`src/hw/word_shifter_map.vh`:
```
/*
 * constants for the one-bit word shifter: opcode, shift-operation
 * field layout and flag positions.
 * assumes inclusion by bare name from the shifter design files.
 */
`ifndef WORD_SHIFTER_MAP_VH
`define WORD_SHIFTER_MAP_VH

`define SHF_OPCODE      8'h18
`define SO_OP_HI        15
`define SO_OP_LO        14
`define SO_DBL_BIT      13
`define SO_CLOSED_BIT   12
`define OP_SWAP         2'h0
`define OP_LSL          2'h1
`define OP_LSR          2'h2
`define OP_ASR          2'h3
`define FMT_BRANCH      2'h1
`define FMT_SKIP        2'h2
`define FLAG_C          5
`define FLAG_V          4
`define FLAG_Z          3
`define FLAG_N          2
`define FLAG_P          1
`define FLAG_D          0
`define FLAGS_RST       6'h00
`define WORD_RST        16'h0000

`endif

```
`src/hw/shift_core.v`:
```
/*
 * combinational one-place shift of a word and an extension word.
 * assumes operands are stable for the whole microcycle.
 */
module shift_core
(
    // operands
    input  wire [15:0] a_i,
    input  wire [15:0] ext_i,
    input  wire [1:0]  op_i,
    input  wire        closed_i,
    input  wire        dbl_i,
    input  wire        byte_i,
    input  wire        cin_i,
    input  wire        nstat_i,
    // results
    output reg  [15:0] r_o,
    output reg  [15:0] ext_o,
    output reg         c_o,
    output reg         fill_o
);
`include "word_shifter_map.vh"

    // fill bit entering the vacated end, result per op
    always @*
    begin
        r_o    = a_i;
        ext_o  = ext_i;
        c_o    = 1'b0;
        fill_o = 1'b0;
        case (op_i)
            `OP_SWAP:
            begin
                c_o = byte_i ? a_i[7] : a_i[15];
                if (byte_i)
                    r_o = {a_i[15:8], a_i[3:0], a_i[7:4]};
                else
                    r_o = {a_i[7:0], a_i[15:8]};
            end
            `OP_LSL:
            begin
                c_o = byte_i ? a_i[7] : a_i[15];
                fill_o = closed_i ? c_o : cin_i;
                if (dbl_i)
                begin
                    ext_o = {ext_i[14:0], fill_o};
                    fill_o = ext_i[15];
                end
                if (byte_i)
                    r_o = {a_i[15:8], a_i[6:0], fill_o};
                else
                    r_o = {a_i[14:0], fill_o};
            end
            default:
            begin
                c_o = a_i[0];
                if (closed_i)
                    fill_o = a_i[0];
                else if (op_i == `OP_ASR)
                    fill_o = nstat_i | cin_i;
                else
                    fill_o = cin_i;
                if (dbl_i)
                begin
                    ext_o = {fill_o, ext_i[15:1]};
                    fill_o = ext_i[0];
                end
                if (byte_i)
                    r_o = {a_i[15:8], fill_o, a_i[7:1]};
                else
                    r_o = {fill_o, a_i[15:1]};
            end
        endcase
    end

endmodule

```
`src/hw/flag_gen.v`:
```
/*
 * microcondition flag generation for shift results.
 * assumes carry and overflow inputs are already resolved.
 */
module flag_gen
(
    // inputs
    input  wire [15:0] r_i,
    input  wire        byte_i,
    input  wire        c_i,
    input  wire        v_i,
    // flags c v z n p d
    output wire [5:0]  flags_o
);
`include "word_shifter_map.vh"

    wire sign_w;
    wire zero_w;

    // byte mode tests only the low byte
    assign sign_w = byte_i ? r_i[7] : r_i[15];
    assign zero_w = byte_i ? (r_i[7:0] == 8'h00) : (r_i == 16'h0000);
    assign flags_o = {c_i, v_i, zero_w, sign_w, ~zero_w & ~sign_w, r_i[0]};

endmodule

```
`src/hw/microcoded_word_shifter.v`:
```
/*
 * shift microcommand datapath: one-bit swap/left/right/arith shifts,
 * word or byte, single or double precision, with six flags.
 * assumes the decoder presents opcode, fields and carry-in for one
 * microcycle; results are registered at the end of that cycle.
 */
module microcoded_word_shifter
(
    // clock and reset
    input  wire        clk_i,
    input  wire        resetn_i,
    // microinstruction fields
    input  wire        exec_i,
    input  wire [7:0]  opcode_i,
    input  wire [1:0]  format_i,
    input  wire [15:0] shift_op_i,
    input  wire        byte_mode_i,
    input  wire        fn_ext_shift_i,
    input  wire [1:0]  fn_ext_dir_i,
    input  wire        selected_carry_in_i,
    input  wire        nstat_i,
    // operand
    input  wire [15:0] a_i,
    // extension register preload
    input  wire        ext_load_i,
    input  wire [15:0] ext_load_data_i,
    // results
    output reg  [15:0] dest_o,
    output reg         dest_we_o,
    output reg  [5:0]  flags_o,
    output wire [15:0] extension_reg_o,
    output wire        active_o
);
`include "word_shifter_map.vh"

    reg  [15:0] extension_reg_r;
    reg  [15:0] ext_nxt;
    reg         v_nxt;
    wire        hit_w;
    wire [1:0]  op_w;
    wire        dbl_w;
    wire        closed_w;
    wire [15:0] r_w;
    wire [15:0] ext_sh_w;
    wire        c_w;
    wire        fill_w;
    wire [5:0]  flags_w;
    wire        a_top_w;

    // decode helper: accepted microinstruction formats
    function fmt_ok;
        input [1:0] f;
        begin
            fmt_ok = (f == `FMT_BRANCH) || (f == `FMT_SKIP);
        end
    endfunction

    assign hit_w    = exec_i && (opcode_i == `SHF_OPCODE)
                      && fmt_ok(format_i);
    assign op_w     = shift_op_i[`SO_OP_HI:`SO_OP_LO];
    assign dbl_w    = shift_op_i[`SO_DBL_BIT];
    assign closed_w = shift_op_i[`SO_CLOSED_BIT];
    assign active_o = hit_w;
    assign a_top_w  = byte_mode_i ? a_i[7] : a_i[15];

    // the shift itself; swap ignores precision, xr shifts on a double shift or on fn_ext_shift_i with double clear
    shift_core u_core
    (
        .a_i      (a_i),
        .ext_i    (extension_reg_r),
        .op_i     (op_w),
        .closed_i (closed_w),
        .dbl_i    (dbl_w && (op_w != `OP_SWAP)),
        .byte_i   (byte_mode_i),
        .cin_i    (selected_carry_in_i),
        .nstat_i  (nstat_i),
        .r_o      (r_w),
        .ext_o    (ext_sh_w),
        .c_o      (c_w),
        .fill_o   (fill_w)
    );

    // overflow per shift kind
    always @*
    begin
        v_nxt = 1'b0;
        case (op_w)
            `OP_SWAP, `OP_LSL:
                v_nxt = byte_mode_i ? (a_i[7] ^ a_i[6])
                                    : (a_i[15] ^ a_i[14]);
            default:
                if (closed_w)
                    v_nxt = a_top_w ^ a_i[0];
                else if (op_w == `OP_ASR)
                    v_nxt = a_top_w ^ (nstat_i | selected_carry_in_i);
                else
                    v_nxt = a_top_w ^ selected_carry_in_i;
        endcase
    end

    // flags from result; byte mode uses the low byte
    flag_gen u_flags
    (
        .r_i     (r_w),
        .byte_i  (byte_mode_i),
        .c_i     (c_w),
        .v_i     (v_nxt),
        .flags_o (flags_w)
    );

    // extension next value; double field wins over function field
    always @*
    begin
        ext_nxt = extension_reg_r;
        if (ext_load_i)
            ext_nxt = ext_load_data_i;
        else if (hit_w && dbl_w && op_w != `OP_SWAP)
            ext_nxt = ext_sh_w;
        else if (hit_w && !dbl_w && fn_ext_shift_i)
        begin
            if (fn_ext_dir_i[0])
                ext_nxt = {extension_reg_r[14:0], 1'b0};
            else
                ext_nxt = {1'b0, extension_reg_r[15:1]};
        end
    end

    // result registers; one shift per microcycle, loops are external
    always @(posedge clk_i or negedge resetn_i)
    begin
        if (!resetn_i)
        begin
            dest_o          <= `WORD_RST;
            dest_we_o       <= 1'b0;
            flags_o         <= `FLAGS_RST;
            extension_reg_r <= `WORD_RST;
        end
        else
        begin
            dest_we_o       <= hit_w;
            extension_reg_r <= ext_nxt;
            if (hit_w)
            begin
                dest_o  <= r_w;
                flags_o <= flags_w;
            end
        end
    end

    assign extension_reg_o = extension_reg_r;

endmodule

```
`config.mk`:
```
export PLATFORM = sky130hd
export DESIGN_NAME = microcoded_word_shifter
export DESIGN_NICKNAME = d
export VERILOG_FILES = /design/src/hw/shift_core.v /design/src/hw/flag_gen.v /design/src/hw/microcoded_word_shifter.v
export VERILOG_INCLUDE_DIRS = /design/src /design/src/hw
export SDC_FILE = /design/constraint.sdc
export NUM_CORES = 1
export LEC_CHECK = 0
export CAP_MARGIN = 20
export CELL_PAD_IN_SITES_DETAIL_PLACEMENT = 1
export CELL_PAD_IN_SITES_GLOBAL_PLACEMENT = 1
export CORE_ASPECT_RATIO = 1.2
export CORE_MARGIN = 2
export CORE_UTILIZATION = 30
export DETAILED_ROUTE_END_ITERATION = 7
export DONT_BUFFER_PORTS = 1
export GPL_TIMING_DRIVEN = 1
export PLACE_DENSITY_LB_ADDON = 0.2
export SLEW_MARGIN = 20
export SYNTH_ARGS = -nofsm -noshare
export SYNTH_HDL_FRONTEND = slang
export SYNTH_HIERARCHICAL = 1
export SYNTH_SLANG_ARGS = --single-unit
```
`constraint.sdc`:
```
create_clock -name clk_i -period 1.95 [get_ports clk_i]
set_clock_uncertainty 0.05 [all_clocks]
set_input_delay 0.0975 -clock clk_i [delete_from_list [all_inputs] [get_ports clk_i]]
set_output_delay 0.0975 -clock clk_i [all_outputs]
set_load 0.01 [all_outputs]
```
# Word level (Yosys, flattened, before mapping)
# Cells that the tools add are included.
# op_classes
n_eq_ne,7
n_mux,24
n_bitwise,9
n_reduce_logical,16
# ops
operator,count
16-bit 2-to-1 mux,9
16-bit case mux with 2 select lines,2
16-bit logical NOT,1
1-bit 2-to-1 mux,13
8-bit by 5-bit equality test with 1-bit output (second input constant),1
8-bit logical NOT,1
1-bit logical AND,7
1-bit XOR,5
2-bit by 1-bit equality test with 1-bit output (second input constant),2
2-bit equality test (second input constant),2
3-bit by 2-bit inequality test with 1-bit output (second input constant),1
3-bit inequality test (second input constant),1
3-bit AND reduction,1
3-bit nonzero test,1
2-bit logical NOT,1
1-bit NOT,2
2-bit nonzero test,1
2-bit OR reduction,1
1-bit bitwise AND,1
1-bit logical NOT,1
1-bit logical OR,1
1-bit bitwise OR,1
# word_totals
register_bits,39
out_inout_bits,40

# Longest topological paths before layout
# Gate-level depths: netlist (run 1).
# depth
ltp_word,10
ltp_mapped,12
mapped_depth_nobuf,10

# Modules after synthesis
# The synthesis (run 1) kept the hierarchy.
# modules_own_cells
mod,instances,cells_each,area_each_um2,seq_area_each_um2
microcoded_word_shifter,1,250,2182.1,975.9
shift_core,1,166,1109.8,0.0
flag_gen,1,14,112.6,0.0

# Least setup slack after synthesis (run 1)
# No wires, ideal clock.
# synth_path
path_type,input to register
startpoint,input port shift_op_i[15]
endpoint,register flags_o[1]
setup_ps,117
arrival_time_ps,2166
required_time_ps,1783
slack_ps,-383
cell_stages,11
path_buffers,1
path_cell_list,o21ai_1 inv_1 buf_2 nor3b_1 a211oi_1 a311o_1 nor4_1 nand2_1 o21ba_1 nand2_1 nand2_1
# synth_via
elab_chain_cells,10
word_cells_on_any_way,19
# synth_rtl
element,line,rtl
"start, declared",microcoded_word_shifter.v:16,"input wire [15:0] shift_op_i,"
2-bit equality test (no source line),--,
1-bit 2-to-1 mux,shift_core.v:59,else if (op_i == `OP_ASR)
1-bit 2-to-1 mux,shift_core.v:57,if (closed_i)
1-bit 2-to-1 mux,shift_core.v:63,if (dbl_i)
16-bit 2-to-1 mux,shift_core.v:68,if (byte_i)
16-bit case mux with 2 select lines (*),shift_core.v:31,case (op_i)
via r_w[7],microcoded_word_shifter.v:43,wire [15:0] r_w;
16-bit logical NOT or 8-bit logical NOT (tied branches),flag_gen.v:22,assign zero_w = byte_i ? (r_i[7:0] == 8'h00) : (r_i == 16'h0000);
1-bit 2-to-1 mux,flag_gen.v:22,
1-bit NOT,flag_gen.v:23,"assign flags_o = {c_i, v_i, zero_w, sign_w, ~zero_w & ~sign_w, r_i[0]};"
1-bit bitwise AND (*),flag_gen.v:23,
via flags_w[1],microcoded_word_shifter.v:47,wire [5:0] flags_w;
"end signal, assigned",microcoded_word_shifter.v:135,flags_o <= `FLAGS_RST;
"end signal, assigned",microcoded_word_shifter.v:145,flags_o <= flags_w;
"end, declared",microcoded_word_shifter.v:30,"output reg [5:0] flags_o,"
# The timed path passes the listed nets; every way through them passes the cells marked *.
# A chain may end at the register's enable or synchronous reset.

# Worst setup path after layout (run 1)
# layout_path
startpoint,register extension_reg_r[0] (netlist: extension_reg_o[0])
endpoint,register flags_o[1]
# layout_via
word_cells_on_any_way,10
# layout_lines
element,line,rtl
"start, declared",microcoded_word_shifter.v:36,reg [15:0] extension_reg_r;
"start signal, assigned",microcoded_word_shifter.v:136,extension_reg_r <= `WORD_RST;
"start signal, assigned",microcoded_word_shifter.v:141,extension_reg_r <= ext_nxt;
1-bit 2-to-1 mux,shift_core.v:63,
16-bit 2-to-1 mux,shift_core.v:68,
16-bit case mux with 2 select lines,shift_core.v:31,
via r_w[15],microcoded_word_shifter.v:43,
1-bit 2-to-1 mux,flag_gen.v:21,assign sign_w = byte_i ? r_i[7] : r_i[15];
via flags_w[2],microcoded_word_shifter.v:47,
1-bit NOT,flag_gen.v:23,
1-bit bitwise AND,flag_gen.v:23,
via flags_w[1],microcoded_word_shifter.v:47,
# The timed path passes the listed nets, and every way through them passes these cells.

==> impl_metrics.xml, run 1 <==
<?xml version="1.0" encoding="UTF-8"?>
<metrics>
  <group name="timing">
    <metric name="worst_hold_slack_across_all_endpoints" unit="ps">8.64</metric>
    <metric name="max_freq" unit="MHz">537</metric>
    <metric name="final_period_minus_worst_setup_slack" unit="ps">1860</metric>
    <metric name="timing.final.max_slew_violations" unit="">0</metric>
    <metric name="setup_tns" unit="ps">0</metric>
    <metric name="period_share" unit="">0.956</metric>
    <metric name="max-slew-margin-rel" unit="">0.637</metric>
    <metric name="hold_violations" unit="">0</metric>
    <metric name="setup_violations" unit="">0</metric>
    <metric name="postLayoutSetupSlackWorst" unit="ps">86.7</metric>
    <metric name="worst_slew_pin_slew" unit="ps">530</metric>
  </group>
  <group name="critical_path">
    <metric name="cp-end-kind" unit="">register</metric>
    <metric name="cp_cell_sequence" unit="">nor2b_2, a2111oi_0, a211o_1, buf_4, mux2_4, o21ba_1, nand2_1, nand2_1</metric>
    <metric name="timing.reg2reg.worst_path_depth" unit="">8</metric>
    <metric name="critPathBufInv" unit="">1</metric>
    <metric name="cp_data_required_time" unit="ps">2130</metric>
    <metric name="critical_path.startpoint_type" unit="">register</metric>
    <metric name="crit_arrival" unit="ps">2040</metric>
    <metric name="worst_path_max_delay_cell" unit="">sky130_fd_sc_hd__dfrtp_1</metric>
    <metric name="reg2reg_setup_slack" unit="ps">90</metric>
    <metric name="critical_path_class" unit="">register to register</metric>
    <metric name="worst_r2r_startpoint" unit="">extension_reg_o[0]</metric>
    <metric name="crit_cells" unit="">8</metric>
    <metric name="category_of_cells_accounting_for_the_largest_share_of_critical_path_delay" unit="">compound AO/OA/AOI/OAI gates</metric>
    <metric name="critical_path.max_fanout" unit="">3</metric>
    <metric name="worst_setup_startpoint" unit="">extension_reg_o[0]</metric>
    <metric name="crit_path_end" unit="">flags_o[1]</metric>
    <metric name="reg2reg_to" unit="">flags_o[1]</metric>
    <metric name="critPathMaxStageDelay" unit="ps">390</metric>
    <metric name="library_cell_appearing_most_often_on_the_critical_path" unit="">sky130_fd_sc_hd__nand2_1</metric>
  </group>
  <group name="cells_and_area">
    <metric name="antenna_diodes" unit="">0</metric>
    <metric name="finish.instance_area" unit="µm²">3920</metric>
    <metric name="post_layout_nonfiller_instances" unit="">560</metric>
    <metric name="multi_input_area" unit="µm²">2230</metric>
    <metric name="syn_to_final_growth" unit="%">15.6</metric>
    <metric name="num-nets-final" unit="">495</metric>
    <metric name="drive_gt1_frac" unit="">0.182</metric>
    <metric name="sequential_cell_area" unit="µm²">976</metric>
    <metric name="fillerInstances" unit="">1312</metric>
    <metric name="fin_util" unit="">0.355</metric>
  </group>
  <group name="pwr">
    <metric name="powerDensity" unit="nW/µm²">681</metric>
    <metric name="total_power" unit="mW">2.67</metric>
    <metric name="ir_worst_vdd" unit="V">0.000280</metric>
    <metric name="total_leakage_power" unit="nW">1.69</metric>
  </group>
  <group name="clock_tree">
    <metric name="worst_path_clk_slew" unit="ps">70</metric>
    <metric name="htree_num_levels" unit="">2</metric>
    <metric name="cts.path.max_buffers" unit="">2</metric>
    <metric name="clkSinkCount" unit="">39</metric>
    <metric name="cts_made_buffers" unit="">5</metric>
    <metric name="clock-root-buffer" unit="">sky130_fd_sc_hd__clkbuf_16</metric>
    <metric name="clkLatencyLatePin" unit="ps">290</metric>
    <metric name="cts_tree" unit="">yes</metric>
  </group>
  <group name="placed_design">
    <metric name="place_worst_setup_slack" unit="ps">-39.0</metric>
    <metric name="dp_hpwl" unit="µm">7570</metric>
    <metric name="cell_count_after_placement" unit="">541</metric>
    <metric name="postPlaceCellArea" unit="µm²">3590</metric>
    <metric name="placer_congestion_estimate" unit="">0.781</metric>
    <metric name="place.port_buffers" unit="">0</metric>
  </group>
  <group name="floorplanning">
    <metric name="die_y" unit="µm">120</metric>
    <metric name="io-pin-count" unit="">108</metric>
    <metric name="core_area" unit="µm²">11000</metric>
    <metric name="std_cell_rows" unit="">42</metric>
    <metric name="die_width" unit="µm">101</metric>
    <metric name="die-area" unit="µm²">12200</metric>
    <metric name="starting_density_of_the_core" unit="">0.307</metric>
  </group>
  <group name="grt">
    <metric name="number_of_global_route_vias_before_repair" unit="">3450</metric>
    <metric name="number_of_antenna_violations_at_the_first_check_in_global_routing" unit="">0</metric>
    <metric name="global_route.overflow_total" unit="">0</metric>
    <metric name="maximum_number_of_pins_on_one_net_before_global_route_repair" unit="">59</metric>
    <metric name="wire_length_of_the_first_global_routing_pass" unit="µm">18400</metric>
    <metric name="grtUsageTotal" unit="">0.191</metric>
  </group>
  <group name="job">
    <metric name="drv.max_cap_violation_count" unit="">0</metric>
  </group>
  <group name="detailed_routing">
    <metric name="drt_drc_violations_left" unit="">0</metric>
    <metric name="detail-route-antenna-nets" unit="">0</metric>
    <metric name="first_iter_violations" unit="">107</metric>
    <metric name="route.final.wire_length" unit="µm">11300</metric>
    <metric name="dr_vias" unit="">3208</metric>
    <metric name="routed_vias_inst" unit="">5.73</metric>
    <metric name="routed_wire_length_per_instance" unit="µm">20.1</metric>
    <metric name="dr.pass1.iters" unit="">4</metric>
  </group>
  <group name="worst_hold_path">
    <metric name="hold_class" unit="">input pin to register</metric>
    <metric name="timing.hold.worst.start" unit="">ext_load_data_i[2]</metric>
  </group>
  <group name="synthesis">
    <metric name="yosysWarnings" unit="">6</metric>
    <metric name="synth_nets" unit="">496</metric>
    <metric name="synth_cells" unit="">428</metric>
    <metric name="avgSynthCellArea" unit="µm²">7.93</metric>
    <metric name="synthesis.area" unit="µm²">3390</metric>
  </group>
  <group name="status">
    <metric name="status" unit="">finished clean</metric>
  </group>
</metrics>
==> layout by cell type (no fill, tap or decap), drive strengths merged, types with 2 or more instances in the layout <==
master	instances
a21oi	18
nor4	6
a211oi	7
buf	23
nor3	25
o31ai	4
xnor2	3
nor2b	17
a221o	2
nand3b	14
nand3	3
o21ai	39
a21o	5
o311ai	4
nand2	100
inv	10
o41ai	8
mux2	26
dfrtp	39
o22ai	15
clkbuf	5
nor3b	3
dlygate4sd3	9
nand2b	6
nor2	4
mux2i	17
bufinv	2
==> per-layer routing <==
metal | up-vias | wire length [µm] | track usage
li1 | 1528 | - | -
met1 | 1592 | 4520 | 0.222
met2 | 77 | 5900 | 0.344
met3 | 11 | 682 | 0.0486
met4 | 0 | 155 | 0.0481
met5 | - | 0 | 0
==> layout make-up <==
class | count | share of cell area
tap | 132 | 0.0421
timing repair buffer | 32 | 0.0817
inverter | 10 | 0.00958
clock buffer | 5 | 0.0319
multi-input combinational | 339 | 0.568
sequential | 39 | 0.249
clock inverter | 3 | 0.0172
==> worst min-delay path, stage by stage <==
cell and delay, ps:
sky130_fd_sc_hd__inv_1 30, sky130_fd_sc_hd__a21o_1 120, sky130_fd_sc_hd__o31ai_1 60
==> how the worst min path moves through the flow <==
stage / slack [ps] / cells after the start / to
floorplan: -250 / 0 / dest_o[0]
global placement: -250 / 0 / extension_reg_o[3]
detailed placement: -250 / 0 / extension_reg_o[3]
CTS: 4 / 3 / extension_reg_o[2]
global route: 20 / 2 / extension_reg_o[11]
finish: 9 / 3 / extension_reg_o[2]
==> state kept, by name, indices dropped and copies added, names as in the netlist <==
| register | cells |
|---|---|
| extension_reg_o | 16 |
| dest_o | 16 |
| dest_we_o | 1 |
| flags_o | 6 |
==> timing repair <==
| item | 4_1_cts | 5_1_grt |
|---|---|---|
| hold buffers | 10 | 0 |
| hold endpoints to repair | 52 | 0 |
| setup endpoints to repair | 0 | 2 |
| resized for setup | 0 | 3 |
| buffers inserted | 0 | 1 |
==> power breakdown <==
group | internal (mW) | total, mW | switching [mW] | leakage (nW)
clock | 0.734 | 1.10 | 0.366 | 0.0900
combinational | 0.303 | 0.580 | 0.277 | 1.09
sequential | 0.863 | 0.992 | 0.128 | 0.514
No activity file was read; power rests on OpenSTA's default activity.
==> run 2: changes to the inputs <==
--- a/config.mk
+++ b/config.mk
@@ -6,6 +6,7 @@
 export SDC_FILE = /design/constraint.sdc
 export NUM_CORES = 1
 export LEC_CHECK = 0
+export ABC_AREA = 1
 export CAP_MARGIN = 20
 export CELL_PAD_IN_SITES_DETAIL_PLACEMENT = 1
 export CELL_PAD_IN_SITES_GLOBAL_PLACEMENT = 1
==> run 2 against run 1 <==
Compared with the run above: flip-flop and latch count did not move; synthesized cell count rose by 43%; total power fell by 2.8%; first-iteration DRC count rose by 2.8%; die area rose by 8.9%; via count rose by 23%; global-route usage rose by 0.60 points; critical path depth rose by 2; area after synthesis rose by 9.2%; largest cell class unchanged; largest power group unchanged.
==> impl_metrics.xml, run 2 <==
<?xml version="1.0" encoding="UTF-8"?>
<metrics>
  <group name="timing">
    <metric name="postLayoutSetupSlackWorst" unit="ps">381</metric>
    <metric name="hold_violations" unit="">0</metric>
    <metric name="final_period_minus_worst_setup_slack" unit="ps">1570</metric>
    <metric name="timing.final.max_slew_violations" unit="">0</metric>
    <metric name="period_share" unit="">0.805</metric>
    <metric name="worst_slew_pin_slew" unit="ps">614</metric>
    <metric name="grt_setup_unrepaired" unit="">no</metric>
    <metric name="setup_violations" unit="">0</metric>
    <metric name="max_freq" unit="MHz">637</metric>
    <metric name="max-slew-margin-rel" unit="">0.590</metric>
    <metric name="setup_tns" unit="ps">0</metric>
  </group>
  <group name="worst_hold_path">
    <metric name="timing.hold.worst.start" unit="">ext_load_data_i[6]</metric>
    <metric name="hold_class" unit="">input pin to register</metric>
    <metric name="worstHoldEndpoint" unit="">extension_reg_o[6]</metric>
    <metric name="min_delay_path_depth" unit="">4</metric>
  </group>
  <group name="floorplanning">
    <metric name="die_width" unit="µm">105</metric>
    <metric name="die_y" unit="µm">126</metric>
    <metric name="std_cell_rows" unit="">44</metric>
    <metric name="starting_density_of_the_core" unit="">0.307</metric>
    <metric name="io-pin-count" unit="">108</metric>
    <metric name="die-area" unit="µm²">13300</metric>
    <metric name="core_area" unit="µm²">12100</metric>
  </group>
  <group name="cells_and_area">
    <metric name="drive_gt1_frac" unit="">0.0975</metric>
    <metric name="fillerInstances" unit="">1554</metric>
    <metric name="sequential_cell_area" unit="µm²">976</metric>
    <metric name="multi_input_area" unit="µm²">2250</metric>
    <metric name="num-nets-final" unit="">672</metric>
    <metric name="mostFrequentLayoutCell" unit="">sky130_fd_sc_hd__nand2_1</metric>
    <metric name="antenna_diodes" unit="">0</metric>
    <metric name="syn_to_final_growth" unit="%">9.19</metric>
    <metric name="most-common-layout-cells" unit="">249 x sky130_fd_sc_hd__nand2_1, 56 x sky130_fd_sc_hd__inv_1, 51 x sky130_fd_sc_hd__o21ai_0, 42 x sky130_fd_sc_hd__nor2_1, 39 x sky130_fd_sc_hd__dfrtp_1</metric>
  </group>
  <group name="placed_design">
    <metric name="placer_congestion_estimate" unit="">0.889</metric>
    <metric name="place.port_buffers" unit="">0</metric>
    <metric name="dp_hpwl" unit="µm">9640</metric>
    <metric name="place_worst_setup_slack" unit="ps">362</metric>
  </group>
  <group name="clock_tree">
    <metric name="cts-resized-gates" unit="">0</metric>
    <metric name="clkSinkCount" unit="">39</metric>
    <metric name="htree_num_levels" unit="">2</metric>
    <metric name="clock-root-buffer" unit="">sky130_fd_sc_hd__clkbuf_16</metric>
    <metric name="post_cts_buffers" unit="">0</metric>
    <metric name="clkLatencyLatePin" unit="ps">300</metric>
    <metric name="cts_made_buffers" unit="">5</metric>
    <metric name="cts.path.max_buffers" unit="">2</metric>
    <metric name="worst_path_clk_slew" unit="ps">70</metric>
    <metric name="cts_tree" unit="">yes</metric>
  </group>
  <group name="critical_path">
    <metric name="cp_cell_sequence" unit="">nand2_1, nand2_1, nand2_1, nand2_1, nor2_1, nand2_1, nor2_1, and2_1, nand2_1, nand2_1</metric>
    <metric name="worst_r2r_startpoint" unit="">extension_reg_o[15]</metric>
    <metric name="critical_path.startpoint_type" unit="">register</metric>
    <metric name="library_cell_appearing_most_often_on_the_critical_path" unit="">sky130_fd_sc_hd__nand2_1</metric>
    <metric name="reg2reg_setup_slack" unit="ps">380</metric>
    <metric name="critPathBufInv" unit="">0</metric>
    <metric name="worst_path_max_delay_cell" unit="">sky130_fd_sc_hd__dfrtp_1</metric>
    <metric name="reg2reg_to" unit="">flags_o[3]</metric>
    <metric name="critPathMaxStageDelay" unit="ps">500</metric>
    <metric name="crit_arrival" unit="ps">1750</metric>
    <metric name="critical_path.max_fanout" unit="">6</metric>
    <metric name="critical_path_class" unit="">register to register</metric>
    <metric name="cp_data_required_time" unit="ps">2130</metric>
    <metric name="category_of_cells_accounting_for_the_largest_share_of_critical_path_delay" unit="">simple AND/OR/NAND/NOR gates</metric>
    <metric name="timing.reg2reg.worst_path_depth" unit="">10</metric>
    <metric name="cp-end-kind" unit="">register</metric>
  </group>
  <group name="synthesis">
    <metric name="synth_nets" unit="">680</metric>
    <metric name="synthesis.area" unit="µm²">3700</metric>
    <metric name="avgSynthCellArea" unit="µm²">6.05</metric>
    <metric name="synth_cells" unit="">612</metric>
    <metric name="yosysWarnings" unit="">6</metric>
  </group>
  <group name="detailed_routing">
    <metric name="first_iter_violations" unit="">110</metric>
    <metric name="drt_drc_violations_left" unit="">0</metric>
    <metric name="detail-route-antenna-nets" unit="">0</metric>
    <metric name="dr.pass1.iters" unit="">4</metric>
    <metric name="dr_vias" unit="">3933</metric>
    <metric name="routed_vias_inst" unit="">5.13</metric>
    <metric name="routed_wire_length_per_instance" unit="µm">17.0</metric>
    <metric name="route.final.wire_length" unit="µm">13000</metric>
  </group>
  <group name="grt">
    <metric name="wire_length_of_the_first_global_routing_pass" unit="µm">20900</metric>
    <metric name="number_of_global_route_vias_before_repair" unit="">4093</metric>
    <metric name="grtUsageTotal" unit="">0.197</metric>
    <metric name="maximum_number_of_pins_on_one_net_before_global_route_repair" unit="">42</metric>
    <metric name="global_route.overflow_total" unit="">0</metric>
    <metric name="number_of_antenna_violations_at_the_first_check_in_global_routing" unit="">0</metric>
  </group>
  <group name="pwr">
    <metric name="total_power" unit="mW">2.60</metric>
    <metric name="powerDensity" unit="nW/µm²">642</metric>
    <metric name="ir_worst_vdd" unit="V">0.000520</metric>
    <metric name="total_leakage_power" unit="nW">2.09</metric>
  </group>
  <group name="job">
    <metric name="drv.max_cap_violation_count" unit="">0</metric>
  </group>
  <group name="status">
    <metric name="status" unit="">finished clean</metric>
  </group>
</metrics>
-- run 2: per-layer routing --
metal / wire [µm] / vias to the layer above / GRT usage
li1: - / 1947 / -
met1: 5330 / 1881 / 0.224
met2: 6800 / 90 / 0.366
met3: 615 / 15 / 0.0357
met4: 252 / 0 / 0.0643
met5: 0 / - / 0
-- run 2: worst max-delay path by stage --
stage,endpoint,from,slack (ps),cells after the start
after floorplan,flags_o[3],shift_op_i[13],80,16
after global placement,flags_o[3],shift_op_i[15],390,11
after detailed placement,flags_o[3],shift_op_i[15],360,11
after CTS,flags_o[3],extension_reg_o[15],360,10
after global routing,flags_o[3],extension_reg_o[15],130,10
final,flags_o[3],extension_reg_o[15],380,10
-- run 2: tightest hold or removal path, cell delays in order --
cell and delay (ps):
sky130_fd_sc_hd__nor2_1 80, sky130_fd_sc_hd__a21oi_1 40, sky130_fd_sc_hd__nand2_1 50, sky130_fd_sc_hd__nand2_1 40
-- run 2: timing repair --
action	in CTS	in global routing
hold endpoints to repair	44	0
endpoints found under the setup margin	0	0
hold buffers	7	0
-- run 2: where the power goes --
group	internal [mW]	switching (mW)	total, mW
logic	0.240	0.413	0.653
registers	0.862	0.108	0.970
clock network	0.604	0.368	0.972
-- run 2: layout make-up --
| type | instances | share of cell area |
|---|---|---|
| clock buffers | 5 | 0.0309 |
| clock inverters | 3 | 0.0108 |
| inverters | 61 | 0.0566 |
| multi-input cells | 473 | 0.557 |
| flip-flops and latches | 39 | 0.241 |
| well taps | 161 | 0.0498 |
| repair buffers | 24 | 0.0532 |
-- run 2: metrics by stage --
step,cells,cell area [µm²],hold WS [ps],util
global route,766,4050,37.1,0.336
finish,766,4050,5.59,0.336
CTS,766,4050,1.76,0.336
detailed placement,751,3790,-246,0.314
global placement,751,3790,-246,0.314
floorplan,612,3700,-248,-
==> run 3: changes to the inputs <==
==> constraint.sdc (replaced) <==
create_clock -name clk_i -period 1.3 [get_ports clk_i]
set_clock_uncertainty 0.05 [all_clocks]
set_input_delay 0.065 -clock clk_i [delete_from_list [all_inputs] [get_ports clk_i]]
set_output_delay 0.065 -clock clk_i [all_outputs]
set_load 0.01 [all_outputs]
==> run 3 against run 2 <==
Compared with the run above: the flow now finishes with violations (negative setup slack); flip-flop and latch count did not move; critical path depth unchanged; first-iteration DRC count fell by 4.5%; largest cell class unchanged; highest routed layer unchanged; routed wire length grew 6.0%.
==> impl_metrics.xml, run 3 (synthesized netlist as in run 2, its figures left out) <==
<?xml version="1.0" encoding="UTF-8"?>
<metrics>
  <group name="pwr">
    <metric name="powerDensity" unit="nW/µm²">909</metric>
    <metric name="total_leakage_power" unit="nW">2.42</metric>
    <metric name="ir_worst_vdd" unit="V">0.000502</metric>
  </group>
  <group name="job">
    <metric name="drv.max_cap_violation_count" unit="">0</metric>
  </group>
  <group name="worst_hold_path">
    <metric name="min_delay_path_depth" unit="">4</metric>
    <metric name="timing.hold.worst.start" unit="">ext_load_data_i[4]</metric>
    <metric name="worstHoldEndpoint" unit="">extension_reg_o[4]</metric>
    <metric name="hold_class" unit="">input pin to register</metric>
  </group>
  <group name="clock_tree">
    <metric name="worst_path_clk_slew" unit="ps">70</metric>
    <metric name="cts_made_buffers" unit="">5</metric>
    <metric name="cts.path.max_buffers" unit="">2</metric>
    <metric name="clock-root-buffer" unit="">sky130_fd_sc_hd__clkbuf_16</metric>
    <metric name="clkLatencyLatePin" unit="ps">290</metric>
    <metric name="clkSinkCount" unit="">39</metric>
    <metric name="cts_tree" unit="">yes</metric>
    <metric name="htree_num_levels" unit="">2</metric>
  </group>
  <group name="timing">
    <metric name="max_freq" unit="MHz">730</metric>
    <metric name="postLayoutSetupSlackWorst" unit="ps">-69.0</metric>
    <metric name="worst_hold_slack_across_all_endpoints" unit="ps">5.69</metric>
    <metric name="setup_tns" unit="ps">-162</metric>
    <metric name="grt_setup_unrepaired" unit="">yes</metric>
    <metric name="hold_violations" unit="">0</metric>
    <metric name="timing.final.max_slew_violations" unit="">0</metric>
    <metric name="worst_slew_pin_slew" unit="ps">449</metric>
    <metric name="period_share" unit="">1.05</metric>
    <metric name="max-slew-margin-rel" unit="">0.699</metric>
    <metric name="final_period_minus_worst_setup_slack" unit="ps">1370</metric>
    <metric name="setup_violations" unit="">3</metric>
  </group>
  <group name="critical_path">
    <metric name="worst_r2r_startpoint" unit="">extension_reg_o[0]</metric>
    <metric name="reg2reg_setup_slack" unit="ps">-70</metric>
    <metric name="crit_arrival" unit="ps">1550</metric>
    <metric name="critical_path_class" unit="">register to register</metric>
    <metric name="timing.reg2reg.worst_path_depth" unit="">10</metric>
    <metric name="critical_path.startpoint_type" unit="">register</metric>
    <metric name="reg2reg_to" unit="">flags_o[3]</metric>
    <metric name="cp-end-kind" unit="">register</metric>
    <metric name="cp_data_required_time" unit="ps">1480</metric>
    <metric name="critical_path.max_fanout" unit="">2</metric>
  </group>
  <group name="detailed_routing">
    <metric name="detail-route-antenna-nets" unit="">0</metric>
    <metric name="drt_drc_violations_left" unit="">0</metric>
    <metric name="dr.pass1.iters" unit="">4</metric>
    <metric name="first_iter_violations" unit="">105</metric>
    <metric name="dr_vias" unit="">4194</metric>
    <metric name="routed_wire_length_per_instance" unit="µm">16.7</metric>
    <metric name="routed_vias_inst" unit="">5.08</metric>
    <metric name="route.final.wire_length" unit="µm">13800</metric>
  </group>
  <group name="floorplanning">
    <metric name="die-area" unit="µm²">13300</metric>
    <metric name="die_width" unit="µm">105</metric>
    <metric name="die_y" unit="µm">126</metric>
    <metric name="core_area" unit="µm²">12100</metric>
    <metric name="io-pin-count" unit="">108</metric>
    <metric name="std_cell_rows" unit="">44</metric>
    <metric name="starting_density_of_the_core" unit="">0.307</metric>
  </group>
  <group name="cells_and_area">
    <metric name="multi_input_area" unit="µm²">2350</metric>
    <metric name="mostFrequentLayoutCell" unit="">sky130_fd_sc_hd__nand2_1</metric>
    <metric name="drive_gt1_frac" unit="">0.218</metric>
    <metric name="antenna_diodes" unit="">0</metric>
    <metric name="most-common-layout-cells" unit="">238 x sky130_fd_sc_hd__nand2_1, 62 x sky130_fd_sc_hd__buf_4, 50 x sky130_fd_sc_hd__inv_1, 38 x sky130_fd_sc_hd__dfrtp_1, 36 x sky130_fd_sc_hd__nor2_1</metric>
    <metric name="fillerInstances" unit="">1578</metric>
    <metric name="syn_to_final_growth" unit="%">26.4</metric>
    <metric name="num-nets-final" unit="">732</metric>
    <metric name="sequential_cell_area" unit="µm²">977</metric>
  </group>
  <group name="placed_design">
    <metric name="place.port_buffers" unit="">0</metric>
    <metric name="placer_congestion_estimate" unit="">0.931</metric>
    <metric name="dp_hpwl" unit="µm">10500</metric>
    <metric name="place_worst_setup_slack" unit="ps">-184</metric>
  </group>
  <group name="grt">
    <metric name="maximum_number_of_pins_on_one_net_before_global_route_repair" unit="">43</metric>
    <metric name="number_of_antenna_violations_at_the_first_check_in_global_routing" unit="">0</metric>
    <metric name="wire_length_of_the_first_global_routing_pass" unit="µm">22900</metric>
    <metric name="global_route.overflow_total" unit="">0</metric>
    <metric name="number_of_global_route_vias_before_repair" unit="">4562</metric>
    <metric name="grtUsageTotal" unit="">0.214</metric>
  </group>
  <group name="status">
    <metric name="status" unit="">finished, violations left</metric>
    <metric name="failed_checks" unit="">negative setup slack</metric>
  </group>
</metrics>
[run 3: cell types whose count changed in the layout (fill, tap and decap cells not counted), moves of 3 or more]
cell | previous run | this run
sky130_fd_sc_hd__nor2_1 | 42 | 36
sky130_fd_sc_hd__dlygate4sd3_1 | 6 | 13
sky130_fd_sc_hd__buf_12 | 0 | 5
sky130_fd_sc_hd__buf_6 | 0 | 3
sky130_fd_sc_hd__o21ai_0 | 51 | 34
sky130_fd_sc_hd__buf_4 | 17 | 62
sky130_fd_sc_hd__o21ai_2 | 2 | 7
sky130_fd_sc_hd__inv_1 | 56 | 50
sky130_fd_sc_hd__o21ai_1 | 2 | 14
sky130_fd_sc_hd__nand2_1 | 249 | 238
sky130_fd_sc_hd__inv_2 | 5 | 11
sky130_fd_sc_hd__nor2_2 | 4 | 8
sky130_fd_sc_hd__nand2_2 | 2 | 12
[run 3: area by class of cell]
| cell class | count | area share |
|---|---|---|
| multi-input cells | 473 | 0.502 |
| flip-flops and latches | 39 | 0.209 |
| repair buffers | 84 | 0.162 |
| inverters | 61 | 0.0489 |
| well taps | 161 | 0.0430 |
| clock buffers | 5 | 0.0267 |
| clock inverters | 3 | 0.00935 |
[run 3: metal layers]
| layer | part of all wire | global-route usage | vias to the layer above |
|---|---|---|---|
| met5 | 0 | 0 | - |
| met4 | 0.018 | 0.0635 | 0 |
| met3 | 0.046 | 0.0362 | 13 |
| met2 | 0.54 | 0.409 | 84 |
| met1 | 0.40 | 0.238 | 2031 |
| li1 | - | - | 2066 |
[run 3: critical path, cell delays in order (launching register included)]
cell and delay [ps]:
sky130_fd_sc_hd__dfrtp_1 400, sky130_fd_sc_hd__nand2_2 90, sky130_fd_sc_hd__nand2_2 70, sky130_fd_sc_hd__nand3_2 70, sky130_fd_sc_hd__nand2_2 50, sky130_fd_sc_hd__nor2_1 90
sky130_fd_sc_hd__nand2_1 70, sky130_fd_sc_hd__o21ai_2 130, sky130_fd_sc_hd__and2_1 140, sky130_fd_sc_hd__nand2_1 60, sky130_fd_sc_hd__nand2_1 80
[run 3: timing repair]
action / 4_1_cts / 5_1_grt
hold buffers: 14 / 0
pin swaps: 19 / 31
gates resized for setup: 13 / 37
gates cloned: 0 / 0
setup buffers: 5 / 1
endpoints found under the hold margin: 51 / 0
endpoints found under the setup margin: 5 / 19
[run 3: worst max-delay path by stage]
stage	slack [ps]	depth (start not counted)	endpoint	startpoint
2_1_floorplan	-290	16	flags_o[3]	shift_op_i[15]
3_3_place_gp	-140	10	flags_o[3]	extension_reg_o[15]
3_5_place_dp	-180	10	flags_o[3]	extension_reg_o[15]
4_1_cts	-100	10	flags_o[3]	extension_reg_o[0]
5_1_grt	-230	10	flags_o[3]	extension_reg_o[15]
6_report	-70	10	flags_o[3]	extension_reg_o[0]
[run 3: where the power goes]
| group | leakage, nW | internal, mW | switching [mW] |
|---|---|---|---|
| logic | 1.82 | 0.610 | 0.802 |
| registers | 0.512 | 1.30 | 0.0811 |
| clock network | 0.0838 | 0.907 | 0.559 |
| total | 2.42 | 2.81 | 1.44 |
[run 3: stage by stage]
step	util	power (mW)	instance area [µm²]	std cells
floorplan	-	2.22	3730	612
global placement	0.349	2.60	4210	798
detailed placement	0.349	2.65	4210	798
CTS	0.383	4.24	4610	825
global route	0.388	4.51	4680	826
finish	0.388	4.25	4680	826
